### src/verilog/fpil_pkg.sv
// Constants and types for the fault protection and interrupt logic
// Function
// - Buck peak current regulation for 20 us sets its flag, pulls interrupt; live bit.
// - Buck current-limit flags are suppressed during start-up and voltage ramps.
// - Boost peak current regulation for 64 us sets its flag, pulls interrupt; live bit.
// - Buck output below threshold 1 ms after enable declares short, disables buck.
// - Buck feedback low continuously for 1 ms in normal operation disables it.
// - Boost output below input margin for 1 ms, also at start-up, disables boost.
// - Boost output at hard low level stops boost switching at once.
// - Short or overload sets short and group flags, clears running bit, interrupts.
// - Host clears short flag by writing one; enabled converter then restarts.
// - Thermal warning sets flag, interrupts, live bit, write-one clear, mask bit.
// - Protective disable puts switches high impedance; discharge only if enabled, except on overvoltage or undervoltage.
// - Overvoltage disables all, discharges, forces outputs low, flags, clears running bits; an open-drain output at high level is released, not driven low.
// - Overvoltage flag clear ignored while present; live bit; enables blocked.
// - Thermal shutdown disables converters at once, sets flag, interrupts, goes standby.
// - Shutdown flag held while hot; live bit; enables blocked while hot or pending.
// - Undervoltage disables all, discharges, enters shutdown; standby once supply returns.
// - After shutdown or software reset registers default, reset flag set if unmasked.
// - OTP banks use single-correct double-detect code with two sticky status bits.
// - Three general outputs with drive type, level and pin sequencing; function select on outputs 1 and 2.
// - Enable pins are only synchronised, both edges, without glitch filter.
// - Overvoltage detection debounced both edges by 1 us sampling counter.
// - Power-good monitors debounced both edges, buck 6 us, others 15 us.
package fpil_pkg;
	localparam int CLK_NS = 100;
	localparam int T_BUCK_CLIM_US = 20;
	localparam int T_BOOST_CLIM_US = 64;
	localparam int T_HOT_US = 20;
	localparam int T_OVP_US = 1;
	localparam int T_PG_FAST_US = 6;
	localparam int T_PG_SLOW_US = 15;
	localparam int T_QUAL_MS = 1;
	localparam int CYC_QUAL = (T_QUAL_MS * 1000000 + CLK_NS - 1) / CLK_NS;
	localparam int DB_OVP = 0;
	localparam int DB_SD = 2;
	localparam int DB_CLIM = 3;
	localparam int DB_BOOST = 5;
	localparam int DB_PGF = 6;
	localparam int DB_PGS = 8;
	localparam int NDB = 12;
	localparam int OTP_CW = 48;
	localparam int SYN_W = 6;
	localparam logic [7:0] A_CTRL = 8'h00;
	localparam logic [7:0] A_LIMIT = 8'h04;
	localparam logic [7:0] A_FLAGS = 8'h08;
	localparam logic [7:0] A_LIVE = 8'h0c;
	localparam logic [7:0] A_MASK = 8'h10;
	localparam logic [7:0] A_GEN = 8'h14;
	localparam logic [1:0] RESP_OK = 2'h0;
	localparam logic [1:0] RESP_ERR = 2'h2;
	typedef struct packed {
		logic [2:0] seqPin;
		logic [3:0] slowPg;
		logic [1:0] buckPg;
		logic underVolt;
		logic overVolt;
		logic hotShut;
		logic hotWarn;
		logic boostHardLow;
		logic boostBelowIn;
		logic [1:0] fbLow;
		logic boostPeak;
		logic [1:0] buckPeak;
	} fpil_ana_t;
	typedef struct packed {
		logic hotSel;
		logic swReset;
		logic [2:0] dischargeEn;
		logic [2:0] convEn;
	} fpil_ctrl_t;
	typedef struct packed {
		logic rstFlag;
		logic boostGroup;
		logic buckGroup;
		logic hotShut;
		logic overVolt;
		logic hotWarn;
		logic [2:0] shortF;
		logic [2:0] climit;
	} fpil_flags_t;
	typedef struct packed {
		logic out2Sel;
		logic out1Sel;
		logic [2:0] seqCtrl;
		logic [2:0] driveType;
		logic [2:0] level;
	} fpil_gen_t;
	typedef struct packed {
		logic rstMask;
		logic hotMask;
	} fpil_mask_t;
	typedef enum logic [2:0] {
		ST_SHUTDOWN = 3'b001,
		ST_STANDBY = 3'b010,
		ST_ACTIVE = 3'b100
	} fpil_state_t;
	localparam fpil_ctrl_t CTRL_RST = 8'h00;
	localparam logic [7:0] LIMIT_RST = 8'h00;
	localparam fpil_mask_t MASK_RST = 2'h0;
	localparam fpil_gen_t GEN_RST = 11'h000;
	localparam fpil_flags_t FLAGS_SRST = 12'h800;
	function automatic int usCyc(input int us);
		return (us * 1000 + CLK_NS - 1) / CLK_NS;
	endfunction : usCyc
	function automatic int dbLen(input int i);
		if (i == DB_OVP) return usCyc(T_OVP_US);
		if (i < DB_CLIM) return usCyc(T_HOT_US);
		if (i < DB_BOOST) return usCyc(T_BUCK_CLIM_US);
		if (i < DB_PGF) return usCyc(T_BOOST_CLIM_US);
		if (i < DB_PGS) return usCyc(T_PG_FAST_US);
		return usCyc(T_PG_SLOW_US);
	endfunction : dbLen
endpackage : fpil_pkg

### src/verilog/fpil_top.sv
// Fault protection, interrupt flags and general outputs with AXI4-Lite registers
`timescale 1ns/100ps
module fpil_top #(
	parameter int QUAL_CYC = fpil_pkg::CYC_QUAL
) (
	input wire logic clk,
	input wire logic sys_rst,
	input wire logic ce,
	input wire logic [7:0] awaddr,
	input wire logic awvalid,
	output logic awready,
	input wire logic [31:0] wdata,
	input wire logic [3:0] wstrb,
	input wire logic wvalid,
	output logic wready,
	output logic [1:0] bresp,
	output logic bvalid,
	input wire logic bready,
	input wire logic [7:0] araddr,
	input wire logic arvalid,
	output logic arready,
	output logic [31:0] rdata,
	output logic [1:0] rresp,
	output logic rvalid,
	input wire logic rready,
	input wire fpil_pkg::fpil_ana_t anaIn,
	input wire logic [1:0] buckRamp,
	input wire logic [47:0] otpCode,
	input wire logic otpCodeValid,
	output logic irqOutN,
	output logic [2:0] convRun,
	output logic [2:0] switchHiZ,
	output logic [2:0] dischargeOn,
	output logic [5:0] buckPeakLimitSel,
	output logic [1:0] boostPeakLimitSel,
	output logic hotWarningThresholdSel,
	output logic [2:0] genoutO,
	output logic [2:0] genoutOe,
	output logic out1FunctionSel,
	output logic out2FunctionSel,
	output logic [5:0] pgGood,
	output fpil_pkg::fpil_state_t deviceState,
	output logic [47:0] otpFixed
);
	localparam int NA = $bits(fpil_pkg::fpil_ana_t);
	localparam int CW = $clog2(QUAL_CYC + 1);
	localparam logic [CW-1:0] QEND = CW'(QUAL_CYC - 1);
	localparam logic [CW-1:0] QDONE = CW'(QUAL_CYC);

	fpil_pkg::fpil_ctrl_t ctrlR;
	fpil_pkg::fpil_flags_t flagsR;
	fpil_pkg::fpil_flags_t flagSet;
	fpil_pkg::fpil_flags_t flagClr;
	fpil_pkg::fpil_flags_t irqEn;
	fpil_pkg::fpil_gen_t genR;
	fpil_pkg::fpil_mask_t maskR;
	fpil_pkg::fpil_ana_t ana;
	logic [7:0] limitR;
	logic [NA-1:0] s1_r, s2_r, s3_r, syn_r;
	logic [fpil_pkg::NDB-1:0] dbRaw, dbOut;
	logic [2:0] lowV, fault, climitSet, climitLive, runNxt;
	logic [2:0] rampV;
	logic ovpLive, sdLive, warnLive, warnPrev_r, uvlo, blockAll, softReset;
	logic eccSingle_r, eccDouble_r;
	logic [fpil_pkg::SYN_W-1:0] syn;
	logic par;
	logic awHeld_r, wHeld_r, bvalid_r, rvalid_r, doWrite;
	logic [7:0] awAddr_r;
	logic [31:0] wData_r, bm, rdNxt, rdata_r;
	logic [3:0] wStrb_r;
	logic [1:0] bresp_r, rresp_r;
	logic [5:0] wrDec;
	logic [16:0] liveV;
	logic irqN_r;
	logic [2:0] genO_r, genOe_r, genLvl;
	fpil_pkg::fpil_state_t state_r;

	// ------------------------------------------------------------
	// Input synchronisers
	// ------------------------------------------------------------
	// A level counts once the second and third stage agree
	always_ff @(posedge clk or posedge sys_rst) begin
		if (sys_rst) begin
			s1_r <= '0;
			s2_r <= '0;
			s3_r <= '0;
			syn_r <= '0;
		end else if (ce) begin
			s1_r <= anaIn;
			s2_r <= s1_r;
			s3_r <= s2_r;
			syn_r <= (s2_r == s3_r) ? s3_r : syn_r;
		end
	end
	assign ana = syn_r;
	assign uvlo = ana.underVolt;

	// ------------------------------------------------------------
	// Debounce counters
	// ------------------------------------------------------------
	assign dbRaw = {ana.slowPg, ana.buckPg, ana.boostPeak, ana.buckPeak, ana.hotShut, ana.hotWarn, ana.overVolt};
	genvar g;
	generate
		for (g = 0; g < fpil_pkg::NDB; g++) begin : gDb
			localparam logic [9:0] LEN = 10'(fpil_pkg::dbLen(g));
			logic [9:0] cnt_r;
			logic lv_r;
			// Both edges need the same length, so a glitch only restarts the count
			always_ff @(posedge clk or posedge sys_rst) begin
				if (sys_rst) begin
					cnt_r <= '0;
					lv_r <= 1'b0;
				end else if (ce) begin
					if (dbRaw[g] == lv_r) begin
						cnt_r <= '0;
					end else if (cnt_r == LEN - 10'h001) begin
						cnt_r <= '0;
						lv_r <= dbRaw[g];
					end else begin
						cnt_r <= cnt_r + 10'h001;
					end
				end
			end
			assign dbOut[g] = lv_r;
		end
	endgenerate
	assign ovpLive = dbOut[fpil_pkg::DB_OVP];
	assign warnLive = dbOut[fpil_pkg::DB_OVP + 1];
	assign sdLive = dbOut[fpil_pkg::DB_SD];
	assign climitLive = dbOut[fpil_pkg::DB_BOOST:fpil_pkg::DB_CLIM];
	assign pgGood = dbOut[fpil_pkg::NDB-1:fpil_pkg::DB_PGF];

	// ------------------------------------------------------------
	// Converter control
	// ------------------------------------------------------------
	assign blockAll = ovpLive | flagsR.overVolt | sdLive | flagsR.hotShut | uvlo;
	assign lowV = {ana.boostBelowIn | ana.boostHardLow, ana.fbLow};
	assign rampV = {1'b0, buckRamp};
	genvar c;
	generate
		for (c = 0; c < 3; c++) begin : gConv
			logic run_r, hiz_r, dis_r, pk_r, starting, supp;
			logic [CW-1:0] startCnt_r, lowCnt_r;
			assign starting = run_r & (startCnt_r != QDONE);
			// Boost current limit is not gated by start-up
			assign supp = (c < 2) & (starting | rampV[c]);
			assign fault[c] = run_r & lowV[c] & ((startCnt_r == QEND) | (~starting & (lowCnt_r == QEND)));
			assign runNxt[c] = ctrlR.convEn[c] & ~flagsR.shortF[c] & ~blockAll & ~fault[c];
			assign climitSet[c] = climitLive[c] & ~pk_r & ~supp;
			always_ff @(posedge clk or posedge sys_rst) begin
				if (sys_rst) begin
					run_r <= 1'b0;
					pk_r <= 1'b0;
				end else if (ce) begin
					run_r <= runNxt[c];
					pk_r <= climitLive[c];
				end
			end
			always_ff @(posedge clk or posedge sys_rst) begin
				if (sys_rst) begin
					startCnt_r <= '0;
					lowCnt_r <= '0;
				end else if (ce) begin
					startCnt_r <= ~run_r ? '0 : (starting ? startCnt_r + 1'b1 : startCnt_r);
					lowCnt_r <= (~run_r | ~lowV[c]) ? '0 : (lowCnt_r == QEND ? lowCnt_r : lowCnt_r + 1'b1);
				end
			end
			// Hard low on boost kills switching without the qualifying wait
			always_ff @(posedge clk or posedge sys_rst) begin
				if (sys_rst) begin
					hiz_r <= 1'b1;
					dis_r <= 1'b0;
				end else if (ce) begin
					hiz_r <= ~runNxt[c] | ((c == 2) & ana.boostHardLow);
					dis_r <= ~runNxt[c] & ((ctrlR.dischargeEn[c] & (flagsR.shortF[c] | fault[c] | blockAll)) | ovpLive | uvlo);
				end
			end
			assign convRun[c] = run_r;
			assign switchHiZ[c] = hiz_r;
			assign dischargeOn[c] = dis_r;
		end
	endgenerate

	// ------------------------------------------------------------
	// Interrupt flags
	// ------------------------------------------------------------
	assign softReset = uvlo | ctrlR.swReset;
	always_comb begin
		flagSet = '0;
		flagSet.climit = climitSet;
		flagSet.shortF = fault;
		flagSet.buckGroup = |fault[1:0];
		flagSet.boostGroup = fault[2];
		flagSet.hotWarn = warnLive & ~warnPrev_r;
		flagSet.overVolt = ovpLive;
		flagSet.hotShut = sdLive;
		flagClr = (doWrite & wrDec[2]) ? fpil_pkg::fpil_flags_t'(wData_r[11:0] & bm[11:0]) : '0;
		irqEn = '1;
		irqEn.hotWarn = ~maskR.hotMask;
		irqEn.rstFlag = ~maskR.rstMask;
	end
	// Set wins over a clear in the same cycle, so a live fault keeps its flag
	always_ff @(posedge clk or posedge sys_rst) begin
		if (sys_rst) begin
			flagsR <= fpil_pkg::FLAGS_SRST;
			warnPrev_r <= 1'b0;
		end else if (ce) begin
			warnPrev_r <= warnLive;
			if (softReset) begin
				flagsR <= (~fpil_pkg::MASK_RST.rstMask ? fpil_pkg::FLAGS_SRST : '0) | flagSet;
			end else begin
				flagsR <= flagSet | (flagsR & ~flagClr);
			end
		end
	end
	always_ff @(posedge clk or posedge sys_rst) begin
		if (sys_rst) begin
			irqN_r <= 1'b1;
		end else if (ce) begin
			irqN_r <= ~|(flagsR & irqEn);
		end
	end
	assign irqOutN = irqN_r;

	// ------------------------------------------------------------
	// Device state
	// ------------------------------------------------------------
	always_ff @(posedge clk or posedge sys_rst) begin
		if (sys_rst) begin
			state_r <= fpil_pkg::ST_SHUTDOWN;
		end else if (ce) begin
			case (state_r)
				fpil_pkg::ST_SHUTDOWN: state_r <= uvlo ? fpil_pkg::ST_SHUTDOWN : fpil_pkg::ST_STANDBY;
				fpil_pkg::ST_STANDBY: state_r <= uvlo ? fpil_pkg::ST_SHUTDOWN : (|runNxt ? fpil_pkg::ST_ACTIVE : state_r);
				fpil_pkg::ST_ACTIVE: state_r <= uvlo ? fpil_pkg::ST_SHUTDOWN : (|runNxt ? state_r : fpil_pkg::ST_STANDBY);
				default: state_r <= fpil_pkg::ST_SHUTDOWN;
			endcase
		end
	end
	assign deviceState = state_r;

	// ------------------------------------------------------------
	// OTP error correction
	// ------------------------------------------------------------
	function automatic logic [fpil_pkg::SYN_W-1:0] eccSyn(input logic [47:0] cw);
		logic [fpil_pkg::SYN_W-1:0] s;
		s = '0;
		for (int i = 1; i < fpil_pkg::OTP_CW; i++) begin
			if (cw[i]) s = s ^ fpil_pkg::SYN_W'(i);
		end
		return s;
	endfunction : eccSyn
	assign syn = eccSyn(otpCode);
	assign par = ^otpCode;
	// Status only resets with a software reset or undervoltage, so an old error stays visible
	always_ff @(posedge clk or posedge sys_rst) begin
		if (sys_rst) begin
			eccSingle_r <= 1'b0;
			eccDouble_r <= 1'b0;
			otpFixed <= '0;
		end else if (ce) begin
			if (softReset) begin
				eccSingle_r <= 1'b0;
				eccDouble_r <= 1'b0;
			end else if (otpCodeValid) begin
				eccSingle_r <= eccSingle_r | par;
				eccDouble_r <= eccDouble_r | (~par & (syn != '0));
				otpFixed <= otpCode ^ (par ? (48'h1 << syn) : 48'h0);
			end
		end
	end

	// ------------------------------------------------------------
	// General outputs
	// ------------------------------------------------------------
	assign genLvl = (genR.seqCtrl & ana.seqPin) | (~genR.seqCtrl & genR.level);
	always_ff @(posedge clk or posedge sys_rst) begin
		if (sys_rst) begin
			genO_r <= '0;
			genOe_r <= '0;
		end else if (ce) begin
			genO_r <= (ovpLive | flagsR.overVolt) ? 3'h0 : genLvl;
			genOe_r <= (genR.driveType & ~genLvl | ~genR.driveType) & {~genR.out2Sel, ~genR.out1Sel, 1'b1};
		end
	end
	assign genoutO = genO_r;
	assign genoutOe = genOe_r;
	assign out1FunctionSel = genR.out1Sel;
	assign out2FunctionSel = genR.out2Sel;
	assign buckPeakLimitSel = limitR[5:0];
	assign boostPeakLimitSel = limitR[7:6];
	assign hotWarningThresholdSel = ctrlR.hotSel;

	// ------------------------------------------------------------
	// AXI4-Lite slave
	// ------------------------------------------------------------
	function automatic logic [5:0] regDec(input logic [7:0] a);
		regDec = {a == fpil_pkg::A_GEN, a == fpil_pkg::A_MASK, a == fpil_pkg::A_LIVE,
			a == fpil_pkg::A_FLAGS, a == fpil_pkg::A_LIMIT, a == fpil_pkg::A_CTRL};
	endfunction : regDec
	assign awready = ~awHeld_r & ~bvalid_r;
	assign wready = ~wHeld_r & ~bvalid_r;
	assign arready = ~rvalid_r;
	assign doWrite = awHeld_r & wHeld_r;
	assign wrDec = regDec(awAddr_r);
	assign bm = {{8{wStrb_r[3]}}, {8{wStrb_r[2]}}, {8{wStrb_r[1]}}, {8{wStrb_r[0]}}};
	always_ff @(posedge clk or posedge sys_rst) begin
		if (sys_rst) begin
			awHeld_r <= 1'b0;
			wHeld_r <= 1'b0;
			awAddr_r <= '0;
			wData_r <= '0;
			wStrb_r <= '0;
			bvalid_r <= 1'b0;
			bresp_r <= fpil_pkg::RESP_OK;
		end else if (ce) begin
			if (awvalid & awready) begin
				awHeld_r <= 1'b1;
				awAddr_r <= awaddr;
			end
			if (wvalid & wready) begin
				wHeld_r <= 1'b1;
				wData_r <= wdata;
				wStrb_r <= wstrb;
			end
			if (doWrite) begin
				awHeld_r <= 1'b0;
				wHeld_r <= 1'b0;
				bvalid_r <= 1'b1;
				bresp_r <= (|wrDec) ? fpil_pkg::RESP_OK : fpil_pkg::RESP_ERR;
			end else if (bvalid_r & bready) begin
				bvalid_r <= 1'b0;
			end
		end
	end
	assign bvalid = bvalid_r;
	assign bresp = bresp_r;
	// Control registers return to defaults on undervoltage or software reset
	always_ff @(posedge clk or posedge sys_rst) begin
		if (sys_rst) begin
			ctrlR <= fpil_pkg::CTRL_RST;
			limitR <= fpil_pkg::LIMIT_RST;
			maskR <= fpil_pkg::MASK_RST;
			genR <= fpil_pkg::GEN_RST;
		end else if (ce) begin
			if (softReset) begin
				ctrlR <= fpil_pkg::CTRL_RST;
				limitR <= fpil_pkg::LIMIT_RST;
				maskR <= fpil_pkg::MASK_RST;
				genR <= fpil_pkg::GEN_RST;
			end else if (doWrite) begin
				if (wrDec[0]) ctrlR <= (ctrlR & ~bm[7:0]) | (wData_r[7:0] & bm[7:0]);
				if (wrDec[1]) limitR <= (limitR & ~bm[7:0]) | (wData_r[7:0] & bm[7:0]);
				if (wrDec[4]) maskR <= (maskR & ~bm[1:0]) | (wData_r[1:0] & bm[1:0]);
				if (wrDec[5]) genR <= (genR & ~bm[10:0]) | (wData_r[10:0] & bm[10:0]);
			end
		end
	end
	assign liveV = {pgGood, eccDouble_r, eccSingle_r, sdLive, ovpLive, warnLive, convRun, climitLive};
	always_comb begin
		rdNxt = '0;
		case (regDec(araddr))
			6'h01: rdNxt = {24'h0, ctrlR};
			6'h02: rdNxt = {24'h0, limitR};
			6'h04: rdNxt = {20'h0, flagsR};
			6'h08: rdNxt = {15'h0, liveV};
			6'h10: rdNxt = {30'h0, maskR};
			6'h20: rdNxt = {21'h0, genR};
			default: rdNxt = '0;
		endcase
	end
	always_ff @(posedge clk or posedge sys_rst) begin
		if (sys_rst) begin
			rvalid_r <= 1'b0;
			rdata_r <= '0;
			rresp_r <= fpil_pkg::RESP_OK;
		end else if (ce) begin
			if (arvalid & arready) begin
				rvalid_r <= 1'b1;
				rdata_r <= rdNxt;
				rresp_r <= (|regDec(araddr)) ? fpil_pkg::RESP_OK : fpil_pkg::RESP_ERR;
			end else if (rvalid_r & rready) begin
				rvalid_r <= 1'b0;
			end
		end
	end
	assign rvalid = rvalid_r;
	assign rdata = rdata_r;
	assign rresp = rresp_r;
endmodule : fpil_top

### config.mk
export PLATFORM = sky130hd
export DESIGN_NAME = fpil_top
export DESIGN_NICKNAME = d
export VERILOG_FILES = /design/src/verilog/fpil_pkg.sv /design/src/verilog/fpil_top.sv
export SDC_FILE = /design/constraint.sdc
export NUM_CORES = 1
export LEC_CHECK = 0
export BUFFER_PORTS_ARGS = -buffer_cell sky130_fd_sc_hd__buf_2
export CELL_PAD_IN_SITES_DETAIL_PLACEMENT = 1
export CELL_PAD_IN_SITES_GLOBAL_PLACEMENT = 1
export CORE_MARGIN = 5
export CORE_UTILIZATION = 44
export CTS_CLUSTER_DIAMETER = 60
export DETAILED_ROUTE_END_ITERATION = 8
export PLACE_DENSITY_LB_ADDON = 0.1
export SLEW_MARGIN = 20
export SYNTH_ARGS = -nofsm -noshare
export SYNTH_HDL_FRONTEND = slang
export SYNTH_SLANG_ARGS = --single-unit
### constraint.sdc
create_clock -name clk -period 26.6 [get_ports clk]
set_clock_uncertainty 0.05 [all_clocks]
set_input_delay 1.33 -clock clk [delete_from_list [all_inputs] [get_ports clk]]
set_output_delay 1.33 -clock clk [all_outputs]
set_load 0.05 [all_outputs]
## Word-level counts from Yosys, hierarchy flattened

Cells that the tools add are included.

| word-level totals | value |
|---|---|
| flip-flop bits (word level) | 472 |
| word-level logic and storage cells | 532 |
| output and inout port bits | 125 |
| bits of input ports | 131 |

| cells by class | value |
|---|---|
| muxes and demuxes | 120 |
| reductions and logical operators | 54 |
| add/sub/neg operators | 18 |
| bitwise operators | 194 |
| eq/ne operators | 61 |
| shift operators | 1 |

Operators with widths:

| kind | number |
|---|---|
| $mux W10 | 24 |
| $mux W14 | 12 |
| $add A10 B1 Y10 const B | 12 |
| $pmux W17 S6 | 1 |
| $mux W6 | 16 |
| $add A14 B1 Y14 const B | 6 |
| $eq A14 B14 Y1 const B | 6 |
| $eq A10 B8 Y1 const B | 8 |
| $mux W5 | 16 |
| $not A3 Y3 | 19 |
| $reduce_and A3 Y1 | 18 |
| $mux W48 | 1 |
| $mux W8 | 6 |
| $reduce_xor A48 Y1 | 1 |
| $shl A1 B6 Y48 const A | 1 |
| $xor A48 B48 Y48 | 1 |
| $not A1 Y1 | 47 |
| $and A1 B1 Y1 | 43 |
| $ne A14 B14 Y1 const B | 3 |
| $and A12 B12 Y12 | 3 |
| $not A4 Y4 | 9 |
| $mux W11 | 3 |
| $eq A8 B4 Y1 const B | 4 |
| $eq A8 B5 Y1 const B | 4 |
| 48 further kinds | 184 |

## Longest topological paths before layout

| logic depth | value |
|---|---|
| depth in word-level cells | 93 |
| depth in mapped cells | 10 |
| gate-level depth less buffers | 10 |

## Least setup slack after synthesis

No wires, ideal clock.

| timing path | value |
|---|---|
| path kind | input to register |
| from | input ce |
| to | register wData_r[0] |
| slack | 23.112 ns |
| buffers on the path | 3 |
| data arrival time | 3.313 ns |
| setup time | 0.125 ns |
| data required time | 26.425 ns |
| stages | 6 |
| cell sequence | clkbuf_1 > inv_1 > clkbuf_1 > nor4b_1 > clkbuf_1 > mux2_2 |

| between the ends | value |
|---|---|
| word-level cells in the longest chain between the ends | 1 |

Ends and longest elaborated chain:

| what | line | source |
|---|---|---|
| start: declaration | fpil_top.sv:8 | `input wire logic ce,` |
| $reduce_and A2 Y1 (no source line) | n/a |  |
| end signal: assignment | fpil_top.sv:323 | `wData_r <= wdata;` |
| end: declaration | fpil_top.sv:69 | `logic [31:0] wData_r, bm, rdNxt, rdata_r;` |

No other way between the ends.
A chain may end at the register's enable or synchronous reset.

==> impl_metrics.csv <==
group,metric,value,unit
status,status,"completed",
final_layout,drive_gt1_frac,0.195,
final_layout,nFillCells,5766,
clock_network,cts_tree,"yes",
routing,via_per_inst,5.52,
global_route,grt-ovfl-total,0,
hold_path,hp-class,"flop to flop",
synthesis,yosys_most_used_dff,"dfrtp_1",
synthesis,synth-seq-cells,455,
clock_network,ctsResizeCount,0,
synthesis,syn_inst,2281,
die,start_util,0.445,
final_layout,nets,2619,
power,p_per_area,77.1,mW/mm^2
sta,hold_viol,0,
setup_path,criticalPathCategory,"input pin to flop",
clock_network,clockBufferDepth,3,
setup_path,crit_arrival,4.06,ns
die,die_width,238,um
die,pin_count,256,
synthesis,yosys.area.top_type,"dfrtp_1",
synthesis,ys_top_cells_by_area,"dfrtp_1 (49%), mux2_2 (6.7%), xnor2_1 (6.1%)",
routing,wl_per_cell,20.1,um
setup_path,critPathLaunchType,"input pin",
synthesis,synthSimpleGateAreaFrac,0.183,
die,die_h,238,um
flow_run,maxCapViolCount,0,
synthesis,synth_edf_count,0,
synthesis,synth_fa_ha_area_frac,0.0142,
die,design.die.area,0.0567,mm^2
routing,drc,0,
sta,min_period,3.65,ns
global_route,grt_pass1_vias,18972,
sta,tns,0,ns
final_layout,syn_to_final_growth,14.9,%
synthesis,synthXorXnorAreaFrac,0.107,
die,row_count,83,
synthesis,synth_compound_area_frac,0.0908,
global_route,grt_max_degree,158,
synthesis,yosysUniqueCellTypes,68,
synthesis,ys_top_cells_by_count,"dfrtp_1 (449), nand2_1 (254), nor2_1 (199), o21ai_0 (165), xnor2_1 (160)",
sta,fmax,274,MHz
placement,routabilityCongestion,0.838,
clock_network,root_buffer,"clkbuf_16",
placement,port_buffers,216,
global_route,antenna_found_initial,11,
routing,dr.first_iter.drc_count,867,
synthesis,synth_area,0.0229,mm^2
routing,ant_nets,0,
clock_network,cts_sinks,455,
final_layout,utilization,0.512,
setup_path,required,27.01,ns
global_route,grt_pass1_wl,104000,um
clock_network,cts_made_buffers,53,
synthesis,synth_top_area_frac,0.491,
clock_network,clk_latency,0.60,ns
sta,tightest_slew,0.976,ns
synthesis,yosysSeqAreaShare,0.498,
synthesis,synth_mux_area_frac,0.0726,
placement,place_hpwl,46000,um
synthesis,synth_top_family_by_area,"simple AND/OR/NAND/NOR gates",
die,core-area,0.0514,mm^2
sta,fin_crit_sh,0.137,
power,p_leak,11.6,nW
sta,maxSlewViolCount,0,
synthesis,async_reset_ff_frac,1.00,
sta,maxSlewHeadroom,0.348,
global_route,grt_usage,0.224,
setup_path,path_max_fanout,68,
sta,rsz0062_at_grt,"no",
setup_path,crit_path_end_kind,"flop",
synthesis,post-synth-top-count-cell,"dfrtp_1",
clock_network,h-tree-depth,2,
clock_network,holdBufCountCts,0,
power,vdd_ir_drop_max,65.8,uV
synthesis,avgSynthCellArea,10.0,um^2
clock_network,postCtsSetupRepairBufs,0,
routing,finalWirelength,64200,um
routing,first_pass_iters,5,
clock_network,clk_pin_slew_worst_paths,0.06,ns
routing,vias,17633,
synthesis,yosys_warnings,0,
sta,setup_viol_count_final,0,
-- kinds of logic (layout without fill, tap and decap cells) --
group                    Yosys count  after routing
flip-flops                       455            455
AND/OR/NAND/NOR                  870            870
adder cells (fa/ha/maj)           26             26
other                              1             25
multiplexers                     149            149
buffers and inverters            179            386
AO/OA/AOI/OAI                    337            337
XOR/XNOR                         264            264
-- power by group --
| part | internal [W] | switching, W |
|---|---|---|
| Clock | 0.000443 | 0.000300 |
| Combinational | 0.000143 | 0.000328 |
| Sequential | 0.000753 | 0.0000613 |
-- placed cells by master, fill, tap and decap left out, types with 7 or more instances in the layout --
cell and instances:
mux2_2 136, a31oi_1 9, or3_1 26, buf_2 215, nor2_1 199, o2bb2ai_1 14
nor3_1 81, nand4_1 47, dfrtp_1 449, mux2i_1 13, and3_1 41, xnor2_1 160
clkbuf_16 55, conb_1 17, inv_1 56, a32o_1 9, nand3_1 100, or2_2 7
clkbuf_8 14, o21ai_0 165, and2_1 15, a22o_1 21, diode_2 8, xor2_1 91
nand2_1 254, buf_4 13, o21a_1 8, nand3b_1 8, clkinv_2 12, nand2b_1 32
ha_1 26, o22ai_1 13, nor4b_1 9, a21o_1 7, a22oi_1 13, nor4_1 16
a21oi_1 40
-- metrics by stage --
step	std cells	setup slack [ns]	total power, W	area (um^2)	hold WS [ns]
after floorplan	2297	12.55	0.00116	23000	0.377
after detailed placement	3087	22.37	0.00130	24500	0.400
after global routing	3187	22.71	0.00212	26300	0.430
after CTS	3184	22.99	0.00205	26300	0.408
final	3192	22.95	0.00203	26300	0.406
after global placement	3087	22.40	0.00128	24500	0.387
-- routing by layer --
| metal | up-vias | wire length, um | GRT usage |
|---|---|---|---|
| li1 | 8246 | - | - |
| met1 | 8932 | 29400 | 0.310 |
| met2 | 333 | 29400 | 0.354 |
| met3 | 114 | 3530 | 0.0502 |
| met4 | 8 | 1790 | 0.0685 |
| met5 | - | 58 | 0 |
-- path summary, 6_finish.rpt --
check	to	cells after the start	slack, ns	from
worst max register to register	deviceState[1]$_DFFE_PP0P_	8	23.13	gConv[2].run_r$_DFFE_PP0P_
worst max-delay path	gDb[7].cnt_r[9]$_DFFE_PP0P_	9	22.95	ce
max in group asynchronous	genR[1]$_DFFE_PP0P_	4	23.68	sys_rst
worst min-delay path	flagsR[0]$_DFFE_PP0P_	1	0.41	gConv[0].pk_r$_DFFE_PP0P_
worst min register to register	flagsR[0]$_DFFE_PP0P_	1	0.41	gConv[0].pk_r$_DFFE_PP0P_
min in group asynchronous	s1_r[14]$_DFFE_PP0P_	2	0.77	sys_rst
-- registers in the layout, summed over array words and instances (netlist names), 7 cells and up --
signal / flops
gConv.lowCnt_r: 42
ctrlR: 7
gDb.lv_r: 12
limitR: 8
ana: 20
wData_r: 12
genR: 9
s3_r: 20
gConv.startCnt_r: 42
gDb.cnt_r: 120
s1_r: 20
rdata: 17
flagsR: 12
awAddr_r: 8
otpFixed: 48
s2_r: 20
-- final cells by class --
type,instances,area (um^2),area share
sequential,455,11400,0.433
timing repair buffer,231,1220,0.0463
tap,680,851,0.0323
clock inverter,23,216,0.00823
clock buffer,74,1580,0.0600
inverter,58,225,0.00856
multi-input combinational,1663,10800,0.411
antenna,8,20.0,0.000761
-- worst max-delay path: stages --
cell and delay [ns]:
clkbuf_8 0.41, buf_4 0.72, buf_4 0.52, nand2_1 0.09
nor3_1 0.33, and3_1 0.25, nand3_1 0.10, xor2_1 0.15
nor2_1 0.05
Note: power is estimated with default switching activity, not from simulation.
